--- src/rtl/gfcs_pkg.sv ---
// Purpose: shared types and constants for the glitch-free clock switch
// Assumes: both clock sources are sampled as synchronous inputs on clock
package gfcs_pkg;

    localparam int STALL_CYCLES_DEF = 64;
    localparam logic SEL_A = 1'h0;
    localparam logic SEL_B = 1'h1;
    localparam logic SEL_UNDRIVEN = 1'h1;
    localparam logic OUT_RESET = 1'h0;

    typedef struct packed {
        logic b;
        logic a;
    } gfcs_pair_s;

    typedef enum logic [1:0] {
        GFCS_FOLLOW,
        GFCS_WAIT_OLD_LOW,
        GFCS_WAIT_NEW_LOW
    } gfcs_state_e;

endpackage : gfcs_pkg

--- src/rtl/gfcs_activity_mon.sv ---
// Purpose: flags a clock source that has stopped toggling
// Assumes: src is synchronous to clock
// Notes: a source with no edge for STALL_CYCLES samples counts as lost
`timescale 1ns/1ps
module gfcs_activity_mon #(
    parameter int STALL_CYCLES = gfcs_pkg::STALL_CYCLES_DEF
) (
    // clock and reset
    input wire logic clock,
    input wire logic rstSyncN,
    // source and verdict
    input wire logic src,
    output logic lost
);
    localparam int CW = $clog2(STALL_CYCLES + 1);
    localparam logic [CW-1:0] LIMIT = CW'(STALL_CYCLES);

    logic prev_ff;
    logic [CW-1:0] count_ff;
    logic lost_ff;
    wire edgeSeen = src != prev_ff;
    wire atLimit = count_ff == LIMIT;
    wire [CW-1:0] nxt_count = edgeSeen ? '0 : (atLimit ? count_ff : count_ff + CW'(1));

    always_ff @(posedge clock or negedge rstSyncN) begin
        if (!rstSyncN) begin
            prev_ff <= 1'h0;
            count_ff <= '0;
            lost_ff <= 1'h0;
        end else begin
            prev_ff <= src;
            count_ff <= nxt_count;
            lost_ff <= !edgeSeen && (nxt_count == LIMIT);
        end
    end

    assign lost = lost_ff;

endmodule : gfcs_activity_mon

--- src/rtl/gfcs_switch.sv ---
// Purpose: two-to-one clock selector with runt suppression and fail-safe hold
// Assumes: sources and select are synchronous to clock; output is a sampled clock
// Notes: a switch parks the output low between the old and new source
`timescale 1ns/1ps
module gfcs_switch #(
    parameter int STALL_CYCLES = gfcs_pkg::STALL_CYCLES_DEF
) (
    // clock and reset
    input wire logic clock,
    input wire logic rstn,
    // clock sources
    input wire gfcs_pkg::gfcs_pair_s clockIn,
    // selection and mode
    input wire logic sourceSelect,
    input wire logic sourceSelectDriven,
    input wire logic resetTimingPinTied,
    // selected clock and status
    output logic clockOut,
    output logic clockOutN,
    output logic activeSource,
    output logic switchPending,
    output logic sourceLost
);
    logic rstMeta_ff;
    logic rstSyncN;
    gfcs_pkg::gfcs_state_e state_ff;
    gfcs_pkg::gfcs_state_e nxt_state;
    logic curSel_ff;
    logic nxt_curSel;
    logic out_ff;
    logic nxt_out;
    logic lostOut_ff;
    gfcs_pkg::gfcs_pair_s lostIn;

    // power-on reset, released through two flops
    always_ff @(posedge clock or negedge rstn) begin
        if (!rstn) begin
            rstMeta_ff <= 1'h0;
            rstSyncN <= 1'h0;
        end else begin
            rstMeta_ff <= 1'h1;
            rstSyncN <= rstMeta_ff;
        end
    end

    gfcs_activity_mon #(.STALL_CYCLES(STALL_CYCLES)) u_mon_a (
        .clock(clock),
        .rstSyncN(rstSyncN),
        .src(clockIn.a),
        .lost(lostIn.a)
    );

    gfcs_activity_mon #(.STALL_CYCLES(STALL_CYCLES)) u_mon_b (
        .clock(clock),
        .rstSyncN(rstSyncN),
        .src(clockIn.b),
        .lost(lostIn.b)
    );

    // floating select pulled high
    wire wantSel = sourceSelectDriven ? sourceSelect : gfcs_pkg::SEL_UNDRIVEN;
    // low picks a, high picks b
    wire wantSrc = (wantSel == gfcs_pkg::SEL_B) ? clockIn.b : clockIn.a;
    wire curSrc = (curSel_ff == gfcs_pkg::SEL_B) ? clockIn.b : clockIn.a;
    wire curLost = (curSel_ff == gfcs_pkg::SEL_B) ? lostIn.b : lostIn.a;
    wire wantsSwitch = wantSel != curSel_ff;

    always_comb begin
        nxt_state = state_ff;
        nxt_curSel = curSel_ff;
        nxt_out = out_ff;
        if (resetTimingPinTied) begin
            // plain mux: no edge alignment, runts possible by design
            nxt_state = gfcs_pkg::GFCS_FOLLOW;
            nxt_curSel = wantSel;
            nxt_out = wantSrc;
        end else begin
            case (state_ff)
                gfcs_pkg::GFCS_FOLLOW: begin
                    // stuck source: hold rather than track noise
                    nxt_out = curLost ? out_ff : curSrc;
                    if (wantsSwitch) begin
                        nxt_state = gfcs_pkg::GFCS_WAIT_OLD_LOW;
                    end
                end
                gfcs_pkg::GFCS_WAIT_OLD_LOW: begin
                    // finish the old high phase before letting go
                    nxt_out = curSrc;
                    if (!curSrc || curLost) begin
                        nxt_out = 1'h0;
                        nxt_curSel = wantSel;
                        nxt_state = gfcs_pkg::GFCS_WAIT_NEW_LOW;
                    end
                end
                gfcs_pkg::GFCS_WAIT_NEW_LOW: begin
                    // low stretched until the new source is low too
                    nxt_out = 1'h0;
                    if (!curSrc) begin
                        nxt_state = gfcs_pkg::GFCS_FOLLOW;
                    end
                end
                default: begin
                    nxt_state = gfcs_pkg::GFCS_FOLLOW;
                    nxt_out = 1'h0;
                end
            endcase
        end
    end

    always_ff @(posedge clock or negedge rstSyncN) begin
        if (!rstSyncN) begin
            state_ff <= gfcs_pkg::GFCS_FOLLOW;
            curSel_ff <= gfcs_pkg::SEL_A;
            out_ff <= gfcs_pkg::OUT_RESET;
            lostOut_ff <= 1'h0;
        end else begin
            state_ff <= nxt_state;
            curSel_ff <= nxt_curSel;
            out_ff <= nxt_out;
            lostOut_ff <= curLost;
        end
    end

    logic outN_ff;
    logic pend_ff;
    logic act_ff;
    always_ff @(posedge clock or negedge rstSyncN) begin
        if (!rstSyncN) begin
            outN_ff <= !gfcs_pkg::OUT_RESET;
            pend_ff <= 1'h0;
            act_ff <= gfcs_pkg::SEL_A;
        end else begin
            outN_ff <= !nxt_out;
            pend_ff <= nxt_state != gfcs_pkg::GFCS_FOLLOW;
            act_ff <= nxt_curSel;
        end
    end

    assign clockOut = out_ff;
    assign clockOutN = outN_ff;
    assign activeSource = act_ff;
    assign switchPending = pend_ff;
    assign sourceLost = lostOut_ff;

    localparam int SWITCH_BOUND = STALL_CYCLES + 4;

    // checks start one edge after release; at that edge the flops still took reset
    logic chkRun_ff;
    always_ff @(posedge clock or negedge rstSyncN) begin
        if (!rstSyncN) begin
            chkRun_ff <= 1'h0;
        end else begin
            chkRun_ff <= 1'h1;
        end
    end
endmodule : gfcs_switch

--- config.mk ---
export PLATFORM = sky130hd
export DESIGN_NAME = gfcs_switch
export DESIGN_NICKNAME = d
export VERILOG_FILES = /design/src/rtl/gfcs_pkg.sv /design/src/rtl/gfcs_activity_mon.sv /design/src/rtl/gfcs_switch.sv
export SDC_FILE = /design/constraint.sdc
export NUM_CORES = 1
export LEC_CHECK = 0
export BUFFER_PORTS_ARGS = -buffer_cell sky130_fd_sc_hd__buf_4
export CAP_MARGIN = 20
export CORE_ASPECT_RATIO = 1.75
export CORE_MARGIN = 2
export CORE_UTILIZATION = 50
export CTS_CLUSTER_DIAMETER = 150
export CTS_CLUSTER_SIZE = 14
export DETAILED_ROUTE_END_ITERATION = 16
export PLACE_DENSITY = 0.67
export SKIP_LAST_GASP = 1
export SYNTH_ARGS = -nofsm -noshare
export SYNTH_HDL_FRONTEND = slang
export SYNTH_HIERARCHICAL = 1
export SYNTH_SLANG_ARGS = --single-unit
--- constraint.sdc ---
create_clock -name clock -period 2.11 [get_ports clock]
set_input_delay 0.3165 -clock clock [delete_from_list [all_inputs] [get_ports clock]]
set_output_delay 0.3165 -clock clock [all_outputs]
set_load 0.1 [all_outputs]
==> qor.yml, run 1 <==
timing:
  relSlewSlack_pct: 53.3
  achievable-frequency_ghz: 0.591
  finalCritPeriodShare_pct: 80.3
  unrepaired_setup_endpoints_after_global_routing: "no"
  worst_clock_skew_ns: 0.00567
  timing.final.crit_period_ns: 1.69
  setup_viol: 0
  fin_ws_ns: 0.417
  final_hold_viol_count: 0
  finalMaxSlewViolations: 0
  worst-slew-pin-transition_ns: 0.698
  finalSetupTns_ns: 0
yosys:
  netlist_area_um2: 1420
  synth.top_cells.by_area: "dfrtp_1 (46%), nor2_1 (5.3%), xnor2_1 (3.7%)"
  synth_cell_types: 45
  synth.net_count: 148
  ys_seq_elements: 27
  yosysWarningCount: 6
  synth_largest_area_cell: "dfrtp_1"
  yosysTopAreaCellShare_pct: 45.8
  ys_seq_area_share_pct: 47.7
  netlist_instances: 137
  post_synth.cell_area_avg_um2: 10.4
layout:
  final_cell_mix: "dfrtp_1 (26), nor2_1 (20), buf_4 (12), nand2_1 (8), nand3_1 (7)"
  fraction_of_layout_cells_with_a_size_suffix_above_1_pct: 19.9
  final_common_cell: "dfrtp_1"
  reg.largest.list: "u_mon_a/count_ff (7), u_mon_b/count_ff (7), state_ff (2)"
  nNetsFinal: 163
  antenna_cells_inserted: 0
  synth_to_layout_area_growth_pct: 10.8
floorplanning:
  die_area_um2: 3300
  die_h_um: 74.5
  io-pin-count: 12
  core.rowCount: 25
  floorplan.initialDensity_pct: 52.8
  core_um2: 2690
  floorplan.die.width_um: 44.3
min_path:
  min_to: "u_mon_a/prev_ff"
  timing.hold.worst.class: "input pin to flip-flop"
  timing.hold.worst.start: "clockIn[0]"
  min_delay_path_depth: 1
placement:
  rd_place_congestion: 0.866
  dpl_worst_slack_ns: 0.452
  placement.io_buffers: 11
  hpwlAfterDp_um: 1870
clock_tree:
  clk_transition_reported_paths_ns: 0.09
  clk-insertion-delay-late_ns: 0.27
  clockRootBuffer: "clkbuf_8"
  cts_made_buffers: 3
  post-cts-setup-buffer-count: 0
  tritoncts: "yes"
  cts.path.max_buffers: 2
  h-tree-depth: 1
  clock-sinks: 27
routing:
  postRouteWirelength_um: 2490
  vias: 1011
  drc_errors: 0
  post_drt_wl_per_cell_um: 14.0
  drt_pre_antenna_iters: 4
  viasPerCell: 5.68
  drt-initial-drc-count: 42
  detail-route-antenna-nets: 0
critical_path:
  timing.critical_path.fanout_max: 6
  arrival_ns: 1.86
  rr_worst_depth: 4
  path_class: "flip-flop to flip-flop"
  setup.reg_to_reg.worst_slack_ns: 0.42
  regToRegEndpoint: "u_mon_a/lost"
  cp-startpoint: "u_mon_a/count_ff[4]"
  required_ns: 2.28
  critical_path.reg2reg.startpoint: "u_mon_a/count_ff[4]"
  critical_path.startpoint_type: "flip-flop"
  critPathCaptureType: "flip-flop"
pwr:
  sw_frac_of_total_pct: 32.6
  power.net_switching_mw: 0.379
  seq_power_share_pct: 51.6
  pwr_per_cell_area_nw_per_um2: 740
  clock_power_share_pct: 24.7
  intPower_mw: 0.785
  power.static_leakage_nw: 0.695
  combPwrFrac_pct: 23.7
  vdd.ir_drop.worst_mv: 0.501
run:
  timing.max_cap.violations: 0
global_routing:
  gr_usage_total_pct: 17.3
  first_global_vias: 1034
  grt.overflow.total: 0
  grt_first_pass_wirelength_um: 4260
  antenna_found_initial: 0
  largest_net_degree_at_the_start_of_global_routing: 26
outcome:
  outcome: "completed"
[timing repair]
item                                   in CTS  in global routing
endpoints found under the hold margin       2                  0
hold buffers                                1                  0
resized for setup                           0                  0
[metal layers]
| layer | GRT usage [%] | wire length [µm] |
|---|---|---|
| met4 | 8.08 | 33 |
| met1 | 18.5 | 1020 |
| met3 | 2.67 | 45 |
| met5 | 0 | 0 |
| met2 | 32.2 | 1390 |
[synthesized netlist by cell type, drive strengths merged]
master   count
a21boi       2
a221o        1
a31o         1
ha           4
xor2         7
nand4        2
xnor2        6
a2111oi      1
a311oi       1
dfrtp       26
conb         1
nor2b        4
and2         2
a31oi        1
a211oi       3
mux2         2
nor2        22
and4         1
clkbuf       1
o21a         1
mux2i        2
or3          1
buf          2
a221oi       1
dfstp        1
nand2b       2
and3         2
o21ai        2
o31ai        1
nand3b       1
inv          5
nand2        9
nor3         2
a21oi        3
or3b         1
nor4         2
a21o         1
nand3        8
nor4b        1
o31a         1
[worst max-delay path by stage]
| stage | endpoint |
|---|---|
| finish | u_mon_a/lost |
| global route | u_mon_a/lost |
| detailed placement | u_mon_a/lost |
| CTS | u_mon_a/lost |
| floorplan | clockOut |
| global placement | u_mon_a/lost |
[power by group through the flow]
stage / Clock, mW / Combinational, mW / Sequential, mW
finish: 0.287 / 0.276 / 0.601
floorplan: 0 / 0.149 / 0.673
CTS: 0.298 / 0.279 / 0.601
global route: 0.321 / 0.306 / 0.608
global placement: 0 / 0.271 / 0.608
detailed placement: 0 / 0.276 / 0.611
[area by class of cell]
class                           instances  area (µm²)
Sequential cell                        27         677
Tap cell                               27        33.8
Timing Repair Buffer                   13         100
Multi-Input combinational cell        102         698
Fill cell                             231        1120
Inverter                                5        18.8
Clock inverter                          1        5.00
Clock buffer                            3        41.3
[per-stage QoR]
step,power (mW),cell area [µm²],cells,util (%),hold WS [ns]
after floorplan,0.822,1420,137,-,0.0209
after global placement,0.879,1520,173,56.4,0.0988
after detailed placement,0.887,1520,173,56.4,0.0997
after CTS,1.18,1570,178,58.5,0.195
after global routing,1.24,1570,178,58.5,0.190
final,1.16,1570,178,58.5,0.196
[logic make-up (layout without fill, tap and decap cells)]
family / Yosys count / count (layout) / synth area share [%]
other: 1 / 1 / 0.264
and+or+nand+nor: 60 / 60 / 23.2
buffers and inverters: 8 / 22 / 3.17
muxes: 4 / 4 / 3.00
AOI/OAI and AO/OA: 20 / 20 / 10.7
DFF: 27 / 27 / 47.7
xor gates and xnor gates: 13 / 13 / 8.55
adders and majority gates: 4 / 4 / 3.52
[critical path, cell delays in order, from the launching register on]
cell and delay, ns:
dfrtp_1 0.46, nor4_2 0.32, and3_1 0.36, nand3_2 0.11
a2111oi_2 0.36
(Power assumes the default switching activity.)
==> inputs of run 2 (changes only) <==
==> constraint.sdc (replaced) <==
create_clock -name clock -period 1.75 [get_ports clock]
set_input_delay 0.2625 -clock clock [delete_from_list [all_inputs] [get_ports clock]]
set_output_delay 0.2625 -clock clock [all_outputs]
set_load 0.1 [all_outputs]
==> qor.yml, run 2 (synthesis gave the netlist of run 1 again) <==
outcome:
  outcome: "completed"
layout:
  nNetsFinal: 165  # +1.2%
  multi_input_area_um2: 698  # unchanged
  final_common_cell: "dfrtp_1"
  synth_to_layout_area_growth_pct: 12.2
  final_core_area_utilization_pct: 59.2  # +0.70 points
  filler_cell_count: 231  # unchanged
  reg.largest.list: "u_mon_a/count_ff (7), u_mon_b/count_ff (7), state_ff (2)"
  fraction_of_layout_cells_with_a_size_suffix_above_1_pct: 21.6  # +1.7 points
  final_cell_mix: "dfrtp_1 (25), nor2_1 (20), buf_4 (14), nand2_1 (8), nand3_1 (7)"
  seq_area_um2: 678  # +0.18%
  antenna_cells_inserted: 0  # unchanged
floorplanning:
  die_area_um2: 3300  # unchanged
  floorplan.die.width_um: 44.3  # unchanged
  floorplan.initialDensity_pct: 52.8  # unchanged
  die_h_um: 74.5  # unchanged
  core.rowCount: 25  # unchanged
  io-pin-count: 12  # unchanged
  core_um2: 2690  # unchanged
global_routing:
  largest_net_degree_at_the_start_of_global_routing: 26  # unchanged
  grt.busiest_layer: "met2"
  gr_usage_total_pct: 17.0  # -0.31 points
  grt.overflow.total: 0  # unchanged
  grt_met3_use_pct: 2.43  # -0.24 points
  grt.met2_usage_pct: 31.0  # -1.1 points
  grt_use_met1_pct: 18.7  # +0.13 points
  antenna_found_initial: 0  # unchanged
  first_global_vias: 1028  # -0.58%
  grt_first_pass_wirelength_um: 4190  # -1.8%
critical_path:
  rr_worst_depth: 4  # unchanged
  regToRegEndpoint: "u_mon_a/lost"
  arrival_ns: 1.79  # -0.07 ns
  cpMaxStageDelayCell: "dfrtp_1"
  critical-path-max-stage-delay_ns: 0.46  # about the same
  critical_path.reg2reg.startpoint: "u_mon_a/count_ff[4]"
  timing.critical_path.fanout_max: 6  # unchanged
  path_class: "flip-flop to flip-flop"
  cp-startpoint: "u_mon_a/count_ff[4]"
  cp_cell_sequence: "nor4_2 -> and3_1 -> nand3_2 -> a2111oi_2"
  critical_path.startpoint_type: "flip-flop"
  setup.worst_path.end: "u_mon_a/lost"
  critPathCaptureType: "flip-flop"
  setup.reg_to_reg.worst_slack_ns: 0.13  # -0.28 ns
  required_ns: 1.92  # -0.36 ns
clock_tree:
  clk_transition_reported_paths_ns: 0.10  # about the same
  clock-sinks: 27  # unchanged
  clockRootBuffer: "clkbuf_8"
  clk-insertion-delay-late_ns: 0.27  # about the same
  post-cts-setup-buffer-count: 0  # unchanged
  tritoncts: "yes"
  cts_hold_buffers: 1  # unchanged
  cts_made_buffers: 3  # unchanged
  cts.repair.resized: 0  # unchanged
  cts.path.max_buffers: 2  # unchanged
  h-tree-depth: 1  # unchanged
timing:
  worst_clock_skew_ns: 0.00483  # -0.000835 ns
  finalCritPeriodShare_pct: 92.5  # +12 points
  finalSetupTns_ns: 0  # unchanged
  timing.final.crit_period_ns: 1.62  # -0.0752 ns
  achievable-frequency_ghz: 0.618  # +4.6%
  unrepaired_setup_endpoints_after_global_routing: "no"
  finalMaxSlewViolations: 0  # unchanged
  setup_viol: 0  # unchanged
  fin_ws_ns: 0.132  # -0.285 ns
  final_hold_viol_count: 0  # unchanged
min_path:
  timing.hold.worst.class: "input pin to flip-flop"
routing:
  detail-route-antenna-nets: 0  # unchanged
  drc_errors: 0  # unchanged
  postRouteWirelength_um: 2450  # -1.7%
  drt_pre_antenna_iters: 4  # unchanged
  vias: 1052  # +4.1%
  post_drt_wl_per_cell_um: 13.6  # -2.8%
  viasPerCell: 5.84  # +2.9%
  drt-initial-drc-count: 33  # -21%
placement:
  hpwlAfterDp_um: 1840  # -1.6%
  dpl_worst_slack_ns: 0.156  # -0.296 ns
  rd_place_congestion: 0.827  # -4.4%
  placement.io_buffers: 11  # unchanged
pwr:
  power.static_leakage_nw: 0.700  # +0.85%
  pwr_per_cell_area_nw_per_um2: 889  # +20%
  vdd.ir_drop.worst_mv: 0.776  # +55%
run:
  timing.max_cap.violations: 0  # unchanged
## run 2: worst max-delay path, delay by kind of cell, from the launching register on
family,cells,cell delay (ns)
flops,1,0.46
simple gates,3,0.70
compound gates,1,0.35
## run 2: layout make-up
| type | count | share of cell area, % |
|---|---|---|
| Tap cell | 27 | 2.12 |
| Clock inverter | 1 | 0.471 |
| Multi-Input combinational cell | 102 | 43.8 |
| Clock buffer | 3 | 2.59 |
| Sequential cell | 27 | 42.6 |
| Timing Repair Buffer | 15 | 7.23 |
| Inverter | 5 | 1.18 |
## run 2: power by group
part | internal [mW] | switching (mW) | leakage (nW)
logic | 0.122 | 0.211 | 0.327
registers | 0.669 | 0.0547 | 0.351
clock network | 0.162 | 0.198 | 0.0217
## run 2: worst min-delay path by stage
stage	slack, ns	startpoint	end	cells after the start
after floorplan	-0.03	rstn	rstMeta_ff	0
after global placement	0.05	rstn	rstSyncN	1
after detailed placement	0.05	rstn	rstSyncN	1
after CTS	0.14	clockIn[1]	u_mon_b/prev_ff	1
after global routing	0.13	clockIn[1]	u_mon_b/prev_ff	1
final	0.15	clockIn[1]	u_mon_b/prev_ff	1
## run 2: routing by layer
metal | routed length (µm) | up-vias
met4 | 34 | 0
met1 | 1000 | 524
met2 | 1350 | 19
met3 | 59 | 4
li1 | - | 505
met5 | 0 | -
## run 2: per-stage QoR
stage | std cells | power, mW | instance area (µm²) | hold WS, ns
after floorplan | 137 | 0.992 | 1420 | -0.0331
after global placement | 175 | 1.06 | 1530 | 0.0450
after detailed placement | 175 | 1.07 | 1530 | 0.0454
after CTS | 180 | 1.43 | 1590 | 0.143
after global routing | 180 | 1.50 | 1590 | 0.133
final | 180 | 1.42 | 1590 | 0.146
